==> src/design/sad_pkg.sv <==
// Constants for the system address decoder: region bounds, target codes,
// and the widths shared by the decoder and its assertions.
// Assumes a 16-bit processor address and one bus clock.

package sad_pkg;

    // ----------------------------------------
    // Address space
    // ----------------------------------------
    localparam int ADDR_W = 16;

    // ----------------------------------------
    // Region bounds
    // ----------------------------------------
    localparam logic [15:0] IO_A_LO     = 16'h0000;
    localparam logic [15:0] IO_A_HI     = 16'h003f;
    localparam logic [15:0] IO_B_LO     = 16'h0040;
    localparam logic [15:0] IO_B_HI     = 16'h004f;
    localparam logic [15:0] RAM_A_LO    = 16'h0050;
    localparam logic [15:0] RAM_A_HI    = 16'h044f;
    localparam logic [15:0] FLB_W0_LO   = 16'h0450;
    localparam logic [15:0] FLB_W0_HI   = 16'h04ff;
    localparam logic [15:0] CAN_LO      = 16'h0500;
    localparam logic [15:0] CAN_HI      = 16'h057f;
    localparam logic [15:0] FLB_W1_LO   = 16'h0580;
    localparam logic [15:0] FLB_W1_HI   = 16'h05ff;
    localparam logic [15:0] EE_B_LO     = 16'h0600;
    localparam logic [15:0] EE_B_HI     = 16'h07ff;
    localparam logic [15:0] EE_A_LO     = 16'h0800;
    localparam logic [15:0] EE_A_HI     = 16'h09ff;
    localparam logic [15:0] RAM_B_LO    = 16'h0a00;
    localparam logic [15:0] RAM_B_HI    = 16'h0dff;
    localparam logic [15:0] FLB_W2_LO   = 16'h0e00;
    localparam logic [15:0] FLB_W2_HI   = 16'h7fff;
    localparam logic [15:0] FLA_LO      = 16'h8000;
    localparam logic [15:0] FLA_HI      = 16'hfdff;
    localparam logic [15:0] MON_LO      = 16'hfe20;
    localparam logic [15:0] MON_HI      = 16'hfeff;
    localparam logic [15:0] UNIMP_HI_LO = 16'hff00;
    localparam logic [15:0] UNIMP_HI_HI = 16'hff7f;
    localparam logic [15:0] UNIMP_MID_LO = 16'hfe12;
    localparam logic [15:0] UNIMP_MID_HI = 16'hfe17;
    localparam logic [15:0] UNIMP_ONE   = 16'hfe06;
    localparam logic [15:0] VEC_LO      = 16'hffcc;
    localparam logic [15:0] VEC_HI      = 16'hffff;

    // ----------------------------------------
    // Single-byte system registers
    // ----------------------------------------
    localparam logic [15:0] BREAK_STATUS_REG       = 16'hfe00;
    localparam logic [15:0] RESET_CAUSE_REG        = 16'hfe01;
    localparam logic [15:0] BREAK_FLAG_CTRL_REG    = 16'hfe03;
    localparam logic [15:0] CFG_ONCE_B             = 16'hfe09;
    localparam logic [15:0] FLASH_CTRL_A           = 16'hfe0b;
    localparam logic [15:0] BREAK_ADDR_HIGH        = 16'hfe0c;
    localparam logic [15:0] BREAK_ADDR_LOW         = 16'hfe0d;
    localparam logic [15:0] BREAK_STAT_CTRL_REG    = 16'hfe0e;
    localparam logic [15:0] LOW_VOLTAGE_STATUS_REG = 16'hfe0f;
    localparam logic [15:0] FLASH_CTRL_B           = 16'hfe11;
    localparam logic [15:0] EEPROM_NV_B            = 16'hfe18;
    localparam logic [15:0] EEPROM_CTRL_B          = 16'hfe19;
    localparam logic [15:0] EEPROM_ARRAY_CFG_B     = 16'hfe1b;
    localparam logic [15:0] EEPROM_NV_A            = 16'hfe1c;
    localparam logic [15:0] EEPROM_CTRL_A          = 16'hfe1d;
    localparam logic [15:0] EEPROM_ARRAY_CFG_A     = 16'hfe1f;
    localparam logic [15:0] FLASH_PROTECT_A        = 16'hff80;
    localparam logic [15:0] FLASH_PROTECT_B        = 16'hff81;

    // ----------------------------------------
    // Target select bit positions (one-hot vector)
    // ----------------------------------------
    localparam int SEL_IO_A      = 0;
    localparam int SEL_IO_B      = 1;
    localparam int SEL_RAM_A     = 2;
    localparam int SEL_RAM_B     = 3;
    localparam int SEL_CAN       = 4;
    localparam int SEL_EE_A      = 5;
    localparam int SEL_EE_B      = 6;
    localparam int SEL_FL_A      = 7;
    localparam int SEL_FL_B      = 8;
    localparam int SEL_MON       = 9;
    localparam int SEL_VEC       = 10;
    localparam int SEL_BRK_STAT  = 11;
    localparam int SEL_RST_CAUSE = 12;
    localparam int SEL_BRK_FLAG  = 13;
    localparam int SEL_CFG_B     = 14;
    localparam int SEL_FLC_A     = 15;
    localparam int SEL_FLC_B     = 16;
    localparam int SEL_BRK_HI    = 17;
    localparam int SEL_BRK_LO    = 18;
    localparam int SEL_BRK_SC    = 19;
    localparam int SEL_LV_STAT   = 20;
    localparam int SEL_EENV_B    = 21;
    localparam int SEL_EENV_A    = 22;
    localparam int SEL_EEC_B     = 23;
    localparam int SEL_EEC_A     = 24;
    localparam int SEL_EEAC_B    = 25;
    localparam int SEL_EEAC_A    = 26;
    localparam int SEL_FLP_A     = 27;
    localparam int SEL_FLP_B     = 28;
    localparam int SEL_W         = 29;

    // ----------------------------------------
    // Values after reset
    // ----------------------------------------
    localparam logic [SEL_W-1:0] SEL_RST = 29'h0000000;

endpackage

==> src/design/sad_decoder.sv <==
// System address decoder: one-hot target selects from a 16-bit address,
// plus the illegal-address reset request.
// Assumes the core holds address and strobe stable for the cycle.
//
// Behaviour
// - A 16-bit address over 64 Kbytes yields exactly one select or none.
// - Unimplemented locations flag o_unimpl, and raise illegal-address reset only when enabled.
// - $0000-$003F selects the 64-byte primary I/O page.
// - $0040-$004F selects the 16-byte second I/O page.
// - $0500-$057F selects the 128-byte CAN buffer window.
// - $0600-$07FF selects EEPROM array B; $0800-$09FF selects array A.
// - Flash B at $0450-$04FF, $0580-$05FF, $0E00-$7FFF; flash A $8000-$FDFF.
// - $FE20-$FEFF selects the 224-byte monitor ROM.
// - $FFCC-$FFFF selects the 52-byte vector table.
// - $FE00 selects the break status register.
// - $FE01 selects reset cause; $FE03 selects break flag control.
// - $FE0B selects flash control A; $FE11 selects flash control B.
// - $FE0C selects break address high; $FE0D break address low.
// - $FE0E selects the break status and control register.
// - $FE0F selects the low-voltage status register.
// - $FE18 selects EEPROM nonvolatile B; $FE1C nonvolatile A.
// - $FE19 selects EEPROM control B; $FE1D control A.
// - $FE1B selects EEPROM array config B; $FE1F array config A.
// - $FF80 selects flash protect A; $FF81 flash protect B.

`timescale 1ns/10ps
`default_nettype none

module sad_decoder (
    input  wire logic                      i_sys_clk,
    input  wire logic                      i_rst,
    input  wire logic [15:0]               i_addr,
    input  wire logic                      i_access,
    input  wire logic                      i_illegal_rst_en,
    output logic      [sad_pkg::SEL_W-1:0] o_sel,
    output logic                           o_unimpl,
    output logic                           o_illegal_rst
);

    // ----------------------------------------
    // Region and register hits
    // ----------------------------------------
    logic [sad_pkg::SEL_W-1:0] hit;
    logic                      unimpl_hit;
    logic                      illegal_q;

    function automatic logic in_rng(input logic [15:0] a, input logic [15:0] lo, input logic [15:0] hi);
        in_rng = (a >= lo) && (a <= hi);
    endfunction

    always_comb begin
        hit = sad_pkg::SEL_RST;
        hit[sad_pkg::SEL_IO_A]  = in_rng(i_addr, sad_pkg::IO_A_LO, sad_pkg::IO_A_HI);
        hit[sad_pkg::SEL_IO_B]  = in_rng(i_addr, sad_pkg::IO_B_LO, sad_pkg::IO_B_HI);
        hit[sad_pkg::SEL_RAM_A] = in_rng(i_addr, sad_pkg::RAM_A_LO, sad_pkg::RAM_A_HI);
        hit[sad_pkg::SEL_RAM_B] = in_rng(i_addr, sad_pkg::RAM_B_LO, sad_pkg::RAM_B_HI);
        hit[sad_pkg::SEL_CAN]   = in_rng(i_addr, sad_pkg::CAN_LO, sad_pkg::CAN_HI);
        hit[sad_pkg::SEL_EE_B]  = in_rng(i_addr, sad_pkg::EE_B_LO, sad_pkg::EE_B_HI);
        hit[sad_pkg::SEL_EE_A]  = in_rng(i_addr, sad_pkg::EE_A_LO, sad_pkg::EE_A_HI);
        hit[sad_pkg::SEL_FL_B]  = in_rng(i_addr, sad_pkg::FLB_W0_LO, sad_pkg::FLB_W0_HI)
                                | in_rng(i_addr, sad_pkg::FLB_W1_LO, sad_pkg::FLB_W1_HI)
                                | in_rng(i_addr, sad_pkg::FLB_W2_LO, sad_pkg::FLB_W2_HI);
        hit[sad_pkg::SEL_FL_A]  = in_rng(i_addr, sad_pkg::FLA_LO, sad_pkg::FLA_HI);
        hit[sad_pkg::SEL_MON]   = in_rng(i_addr, sad_pkg::MON_LO, sad_pkg::MON_HI);
        hit[sad_pkg::SEL_VEC]   = in_rng(i_addr, sad_pkg::VEC_LO, sad_pkg::VEC_HI);
        hit[sad_pkg::SEL_BRK_STAT]  = (i_addr == sad_pkg::BREAK_STATUS_REG);
        hit[sad_pkg::SEL_RST_CAUSE] = (i_addr == sad_pkg::RESET_CAUSE_REG);
        hit[sad_pkg::SEL_BRK_FLAG]  = (i_addr == sad_pkg::BREAK_FLAG_CTRL_REG);
        hit[sad_pkg::SEL_CFG_B]     = (i_addr == sad_pkg::CFG_ONCE_B);
        hit[sad_pkg::SEL_FLC_A]     = (i_addr == sad_pkg::FLASH_CTRL_A);
        hit[sad_pkg::SEL_FLC_B]     = (i_addr == sad_pkg::FLASH_CTRL_B);
        hit[sad_pkg::SEL_BRK_HI]    = (i_addr == sad_pkg::BREAK_ADDR_HIGH);
        hit[sad_pkg::SEL_BRK_LO]    = (i_addr == sad_pkg::BREAK_ADDR_LOW);
        hit[sad_pkg::SEL_BRK_SC]    = (i_addr == sad_pkg::BREAK_STAT_CTRL_REG);
        hit[sad_pkg::SEL_LV_STAT]   = (i_addr == sad_pkg::LOW_VOLTAGE_STATUS_REG);
        hit[sad_pkg::SEL_EENV_B]    = (i_addr == sad_pkg::EEPROM_NV_B);
        hit[sad_pkg::SEL_EENV_A]    = (i_addr == sad_pkg::EEPROM_NV_A);
        hit[sad_pkg::SEL_EEC_B]     = (i_addr == sad_pkg::EEPROM_CTRL_B);
        hit[sad_pkg::SEL_EEC_A]     = (i_addr == sad_pkg::EEPROM_CTRL_A);
        hit[sad_pkg::SEL_EEAC_B]    = (i_addr == sad_pkg::EEPROM_ARRAY_CFG_B);
        hit[sad_pkg::SEL_EEAC_A]    = (i_addr == sad_pkg::EEPROM_ARRAY_CFG_A);
        hit[sad_pkg::SEL_FLP_A]     = (i_addr == sad_pkg::FLASH_PROTECT_A);
        hit[sad_pkg::SEL_FLP_B]     = (i_addr == sad_pkg::FLASH_PROTECT_B);
    end

    // Unimplemented holes raise o_unimpl and, when enabled, the registered reset request
    assign unimpl_hit = (i_addr == sad_pkg::UNIMP_ONE)
                      | in_rng(i_addr, sad_pkg::UNIMP_MID_LO, sad_pkg::UNIMP_MID_HI)
                      | in_rng(i_addr, sad_pkg::UNIMP_HI_LO, sad_pkg::UNIMP_HI_HI);

    // ----------------------------------------
    // Outputs
    // ----------------------------------------
    // Selects are combinational so targets see them in the access cycle,
    // which departs from registering every output.
    assign o_sel    = i_access ? hit : sad_pkg::SEL_RST;
    assign o_unimpl = i_access & unimpl_hit;

    // Reset request is registered: high from the edge after the access for as many cycles as the access is held
    always_ff @(posedge i_sys_clk or posedge i_rst) begin
        if (i_rst) begin
            illegal_q <= 1'b0;
        end else begin
            illegal_q <= i_access & unimpl_hit & i_illegal_rst_en;
        end
    end
    assign o_illegal_rst = illegal_q;

    // ----------------------------------------
    // Assertions
    // ----------------------------------------
    a_sel_onehot: assert property (@(posedge i_sys_clk) disable iff (i_rst) $onehot0(o_sel))
        else $error("more than one target selected");
    a_unimpl_nosel: assert property (@(posedge i_sys_clk) disable iff (i_rst)
        o_unimpl |-> (o_sel == sad_pkg::SEL_RST))
        else $error("unimplemented access also selected a target");
    a_illegal_rst: assert property (@(posedge i_sys_clk) disable iff (i_rst)
        (o_unimpl && i_illegal_rst_en) |=> o_illegal_rst)
        else $error("illegal access did not raise reset");
    a_illegal_off: assert property (@(posedge i_sys_clk) disable iff (i_rst)
        !(o_unimpl && i_illegal_rst_en) |=> !o_illegal_rst)
        else $error("spurious illegal reset");
    a_io_page: assert property (@(posedge i_sys_clk) disable iff (i_rst)
        (i_access && i_addr[15:6] == 10'h000) |-> o_sel[sad_pkg::SEL_IO_A])
        else $error("io page not selected");
    a_flash_a: assert property (@(posedge i_sys_clk) disable iff (i_rst)
        (i_access && i_addr[15] && i_addr[15:9] != 7'h7f) |-> o_sel[sad_pkg::SEL_FL_A])
        else $error("flash a not selected");
    a_vec_tbl: assert property (@(posedge i_sys_clk) disable iff (i_rst)
        (i_access && i_addr >= sad_pkg::VEC_LO) |-> o_sel[sad_pkg::SEL_VEC])
        else $error("vector table not selected");
    a_mon_rom: assert property (@(posedge i_sys_clk) disable iff (i_rst)
        (i_access && i_addr[15:8] == 8'hfe && i_addr[7:5] != 3'h0) |-> o_sel[sad_pkg::SEL_MON])
        else $error("monitor rom not selected");
    a_idle_quiet: assert property (@(posedge i_sys_clk) disable iff (i_rst)
        !i_access |-> (o_sel == sad_pkg::SEL_RST && !o_unimpl))
        else $error("select without access");
    a_unimpl_page: assert property (@(posedge i_sys_clk) disable iff (i_rst)
        (i_access && i_addr[15:7] == 9'h1fe) |-> o_unimpl)
        else $error("unimplemented page not flagged");
    a_eeprom_b: assert property (@(posedge i_sys_clk) disable iff (i_rst)
        (i_access && i_addr[15:9] == 7'h03) |-> o_sel[sad_pkg::SEL_EE_B])
        else $error("eeprom b not selected");
    a_can_window: assert property (@(posedge i_sys_clk) disable iff (i_rst)
        (i_access && i_addr[15:7] == 9'h00a) |-> o_sel[sad_pkg::SEL_CAN])
        else $error("can window not selected");

    c_ram_b: cover property (@(posedge i_sys_clk) disable iff (i_rst) o_sel[sad_pkg::SEL_RAM_B]);
    c_can:   cover property (@(posedge i_sys_clk) disable iff (i_rst) o_sel[sad_pkg::SEL_CAN]);
    c_rst:   cover property (@(posedge i_sys_clk) disable iff (i_rst) o_illegal_rst);
    c_none:  cover property (@(posedge i_sys_clk) disable iff (i_rst)
        i_access && o_sel == sad_pkg::SEL_RST && !o_unimpl);

endmodule

`default_nettype wire

==> config.mk <==
export PLATFORM = sky130hd
export DESIGN_NAME = sad_decoder
export DESIGN_NICKNAME = d
export VERILOG_FILES = /design/src/design/sad_pkg.sv /design/src/design/sad_decoder.sv
export SDC_FILE = /design/constraint.sdc
export NUM_CORES = 1
export LEC_CHECK = 0
export BUFFER_PORTS_ARGS = -buffer_cell sky130_fd_sc_hd__buf_2
export CAP_MARGIN = 15
export CORE_MARGIN = 4
export CORE_UTILIZATION = 35
export CTS_CLUSTER_DIAMETER = 100
export DETAILED_ROUTE_END_ITERATION = 12
export GPL_ROUTABILITY_DRIVEN = 1
export PLACE_DENSITY = 0.75
export REMOVE_ABC_BUFFERS = 1
export SLEW_MARGIN = 10
export SYNTH_ARGS = -nofsm -noshare
export SYNTH_HDL_FRONTEND = slang
export SYNTH_SLANG_ARGS = --single-unit
==> constraint.sdc <==
create_clock -name i_sys_clk -period 1.6 [get_ports i_sys_clk]
set_input_delay 0.32 -clock i_sys_clk [delete_from_list [all_inputs] [get_ports i_sys_clk]]
set_output_delay 0.32 -clock i_sys_clk [all_outputs]
set_load 0.01 [all_outputs]
Word-level counts from Yosys, hierarchy flattened
Cells that the tools add are included.
{"block": "op_classes", "eq_ne": 19, "n_reduce_logical": 15, "magnitude_cmp": 30, "bitwise": 6, "muxes": 1}
{"operator": "equality test 16 bit (second input constant)", "count": 19}
{"operator": "greater-or-equal comparator 16 bit (second input constant)", "count": 5}
{"operator": "less-or-equal comparator 16 x 11 -> 1 bit (second input constant)", "count": 5}
{"operator": "less-or-equal comparator 16 bit (second input constant)", "count": 5}
{"operator": "greater-or-equal comparator 16 x 11 -> 1 bit (second input constant)", "count": 4}
{"operator": "greater-or-equal comparator 16 x 12 -> 1 bit (second input constant)", "count": 3}
{"operator": "greater-or-equal comparator 16 x 7 -> 1 bit (second input constant)", "count": 2}
{"operator": "less-or-equal comparator 16 x 12 -> 1 bit (second input constant)", "count": 2}
{"operator": "2-to-1 mux 29 bit", "count": 1}
{"operator": "greater-or-equal comparator 16 x 1 -> 1 bit (second input constant)", "count": 1}
{"operator": "less-or-equal comparator 16 x 15 -> 1 bit (second input constant)", "count": 1}
{"operator": "less-or-equal comparator 16 x 6 -> 1 bit (second input constant)", "count": 1}
{"operator": "less-or-equal comparator 16 x 7 -> 1 bit (second input constant)", "count": 1}
{"operator": "logical AND 1 bit", "count": 15}
{"operator": "bitwise OR 1 bit", "count": 4}
{"operator": "bitwise AND 1 bit", "count": 2}
{"block": "totals", "inputBits": 20, "elab_cells": 72, "ff_bits": 1}

Logic depth before layout (Yosys ltp)
{"block": "logic_depth", "ltp_word": 6, "ltp_mapped": 5, "mapped_depth_nobuf": 3}

Least setup slack after synthesis
OpenSTA, ideal clock, no wires.
{"block": "synth_timing", "path_kind": "in2out", "from": "input i_addr[6]", "to": "output o_sel[19] (netlist bit)", "path_buffers": 1, "path_slack_ns": -0.065, "t_arrival_ns": 1.345, "cell_stages": 4, "path_cell_list": "clkbuf_1 > nor4b_4 > nand4_1 > nor3_1"}
{"block": "synth_via", "elab_chain_len": 2}
{"item": "from (decl)", "line_no": "sad_decoder.sv:32", "text": "input wire logic [15:0] i_addr,"}
{"item": "equality test 16 bit", "line_no": "sad_decoder.sv:74", "text": "hit[sad_pkg::SEL_BRK_SC] = (i_addr == sad_pkg::BREAK_STAT_CTRL_REG);"}
{"item": "2-to-1 mux 29 bit", "line_no": "sad_decoder.sv:96", "text": "assign o_sel = i_access ? hit : sad_pkg::SEL_RST;"}
{"item": "to (decl)", "line_no": "sad_decoder.sv:35", "text": "output logic [sad_pkg::SEL_W-1:0] o_sel,"}
Every way passes these cells.

Worst setup path after layout
{"block": "layout_timing", "from": "input i_addr[6]", "to": "output o_sel[26] (netlist bit)"}
{"block": "layout_via", "elab_chain_len": 2}
{"item": "equality test 16 bit", "line_no": "sad_decoder.sv:81", "text": "hit[sad_pkg::SEL_EEAC_A] = (i_addr == sad_pkg::EEPROM_ARRAY_CFG_A);"}
{"item": "2-to-1 mux 29 bit", "line_no": "sad_decoder.sv:96"}
Every way passes these cells.

==> impl_summary.log <==
[metrics] outcome: complete, but fails checks
[metrics] violations in the final reports: negative setup slack
[metrics] fin crit share: 1.096
[metrics] Yosys Warn Count: 0
[metrics] IO Pins: between 50 and 60
[metrics] worst-path maximum fanout: 3
[metrics] gpl congestion: 0.8151
[metrics] clock slew at reported path FFs: 0 ns
[metrics] final hold violation count: 0
[metrics] register bit count reported by yosys: 1
[metrics] Relative slew margins: 0.8271
[metrics] part of the total power dissipated in combinational logic: 0.887
[metrics] mean post-synth cell area: a little under 6 µm²
[metrics] pin count of the biggest net entering global routing: 11
[metrics] Syn Inst Count: 89
[metrics] overall die area: 0.002168 mm²
[metrics] number of flip-flops in the largest register: 1
[metrics] ranking of synthesized cells by area: sky130_fd_sc_hd__nor2_1 14%, sky130_fd_sc_hd__nand4_1 7.2%, sky130_fd_sc_hd__nor3_1 6.7%, sky130_fd_sc_hd__nor4_1 6.0%, sky130_fd_sc_hd__nand3_1 5.8%
[metrics] distinct cell type count of the synthesized netlist: 28
[metrics] wire length of the first global-routing pass: slightly below 4 mm
[metrics] iteration count of the initial detailed-routing pass: 4
[metrics] routed vias: 1017
[metrics] half-perimeter wire length after placement: around 1.8 mm
[metrics] number of diodes added for antenna fixing: 0
[metrics] number of DRC markers in iteration 0: 44
[metrics] async set or reset register ratio after synthesis: 1.000
[metrics] worst hold path class: in2async
[metrics] Fmax achieved: about 570 MHz
[metrics] internal power: ~0.13 mW
[metrics] antenna viol nets, final: 0
[metrics] number of antenna violations at the first check in global routing: 0
[metrics] most instantiated flip-flop cell in the synthesis netlist: sky130_fd_sc_hd__dfrtp_1
[metrics] static leakage: approximately 0.55 nW
[metrics] final instance area: between 0.001 and 0.0015 mm²
[metrics] measured slew at the worst slew-check pin: ~0.26 ns
[metrics] critical path's slowest cell: sky130_fd_sc_hd__nor4b_4
[metrics] Clk network pwr share: 0
[metrics] shortest clock period the worst path allows after layout: 1.754 ns
[metrics] Seq pwr share: 0.113
[metrics] placed cell areas: about 930 µm²
[metrics] delay of the slowest cell on the worst path: roughly 0.30 ns
[metrics] Worst setup startpoint: i_addr[6]
[metrics] Area Growth Syn to Fin: 126.0%
[metrics] number of global-route vias before repair: slightly above 900
[metrics] cts-stage hold buffer count: 0
[metrics] Hold Worst Slack: around 0.15 ns
[metrics] Final Net Count: roughly 180
[metrics] Worst Path Arrival: between 1 and 1.5 ns
[metrics] number of max-slew violations in the final report: 0
[metrics] width of the chip: roughly 47 µm
[metrics] library cell with the highest instance count after synthesis: sky130_fd_sc_hd__nor2_1
[metrics] number of fill cells: 72
[metrics] RSZ-0062 raised after global routing: true
[metrics] per-cell via count in the routed design: between 5 and 6
[metrics] number of enable-type register cells in the synthesized netlist: 0
[metrics] kind of capture point of the worst setup path: output port
[metrics] remaining routing DRC violations: 0
[metrics] nature of the critical path startpoint: input pin
[metrics] Overflow after GRT: 0
[metrics] VDD IR max: approximately 210 µV
[metrics] share of post-route cells with drive strength above 1: 0.6149
[metrics] switching share of total power: 0.4479
[metrics] fin worst setup slack: -0.1541 ns
[metrics] overall global routing resource usage: 0.2419
[metrics] top cells by instance count after synthesis: 20 x sky130_fd_sc_hd__nor2_1, 8 x sky130_fd_sc_hd__nand2_1, 7 x sky130_fd_sc_hd__nor3_1, 6 x sky130_fd_sc_hd__nand3_1, 6 x sky130_fd_sc_hd__nand4_1
[metrics] net switching component of the power: just over 0.1 mW
[metrics] type of the worst setup path: in2out
[metrics] top-area cell type share of the netlist area: 0.1442
[metrics] routed wire length per instance: approximately 17 µm
[metrics] count of buffers from port buffering: 50
[metrics] Starting Density: 0.3855
[metrics] cell type with the largest total area after synthesis: sky130_fd_sc_hd__nor2_1
[metrics] CP Cell Sequence: buf_8 > nor4b_4 > buf_4 > buf_6 > nand4_1 > nor2_1 > buf_2
[metrics] power density normalized to cell area: ~190 mW/mm²
[metrics] data required time at the worst endpoint: around 1.3 ns
[metrics] vertical extent of the die: approximately 47 µm
[metrics] placeable core region: about 0.0014 mm²
[metrics] Detailed Route WL: 2.954 mm
[metrics] summed instance area of the synthesized netlist: around 520 µm²
[metrics] Seq/Total Area, Yosys: 0.04808
[metrics] placement row count: 13
[metrics] max-cap violations: 0
[metrics] Setup violations, final: 22
==> power groups by stage <==
stage | Sequential, mW | Combinational [mW] | Clock (mW)
after global placement | 0.0258 | 0.139 | 0
after CTS | 0.0258 | 0.169 | 0
after detailed placement | 0.0258 | 0.143 | 0
after floorplan | 0.0258 | 0.0449 | 0
after global routing | 0.0258 | 0.214 | 0
final | 0.0258 | 0.202 | 0
==> final cells by class <==
cell class,count,area [µm²],share of cell area
Sequential cell,1,25.02,0.02128
Multi-Input combinational cell,79,591.8,0.5032
Timing Repair Buffer,78,529.3,0.4500
Inverter,3,11.26,0.009574
Tap cell,15,18.77,0.01596
==> metal layers <==
layer	routed length [µm]	share of wire	GRT usage
met4	126	0.043	0.1023
met2	1660	0.56	0.5165
met1	977	0.33	0.2237
met5	0	0	0
met3	190	0.064	0.01172
==> cells in the final DEF, fill, tap and decap left out, drive strengths merged <==
cell,count
nand4,6
nand3,6
nor4b,3
nor2,20
o21a,2
a2111oi,1
nor3,7
xnor2,1
or3,2
a2111o,1
a22oi,1
inv,3
dfrtp,1
and2b,1
nor4,5
a211oi,2
and2,1
a21oi,2
and3,1
and4b,1
o21ai,2
nand2,8
buf,78
and4,1
nand3b,3
nor2b,2
==> logic make-up (layout without fill, tap and decap cells) <==
group                     Yosys count  in the layout  share of synthesized area
xor gates and xnor gates            1              1                    0.01683
buffers and inverters               9             81                    0.06970
DFF                                 1              1                    0.04807
and+or+nand+nor                    67             67                     0.7043
AOI/OAI and AO/OA                  11             11                     0.1610
==> stage by stage <==
| stage | cells | setup slack, ns | total power, mW | TNS [ns] | utilization |
|---|---|---|---|---|---|
| 2_1_floorplan | 83 | 0.01551 | 0.07067 | 0 | - |
| 3_3_place_gp | 170 | -0.1262 | 0.1647 | -0.5596 | 0.6886 |
| 3_5_place_dp | 170 | -0.1525 | 0.1685 | -1.528 | 0.6886 |
| 4_1_cts | 175 | -0.1021 | 0.1952 | -1.338 | 0.7970 |
| 5_1_grt | 176 | -0.1804 | 0.2396 | -3.131 | 0.8712 |
| 6_report | 176 | -0.1541 | 0.2281 | -1.839 | 0.8712 |
==> what timing repair did <==
item / CTS / global route
pin swaps: 22 / 15
setup endpoints to repair: 22 / 28
resized for setup: 25 / 21
buffers inserted: 5 / 2
==> worst max-delay path: cells and delay by family <==
family,cells,cell delay (ns)
simple gates,3,0.58
buf+inv,4,0.52
==> worst max-delay path by stage <==
stage,endpoint,cells past startpoint
after global placement,o_unimpl,5
final,o_sel[26],7
after floorplan,o_unimpl,3
after global routing,o_sel[26],7
after detailed placement,o_unimpl,5
after CTS,o_sel[16],6
Power figures use the tool's default switching activity.
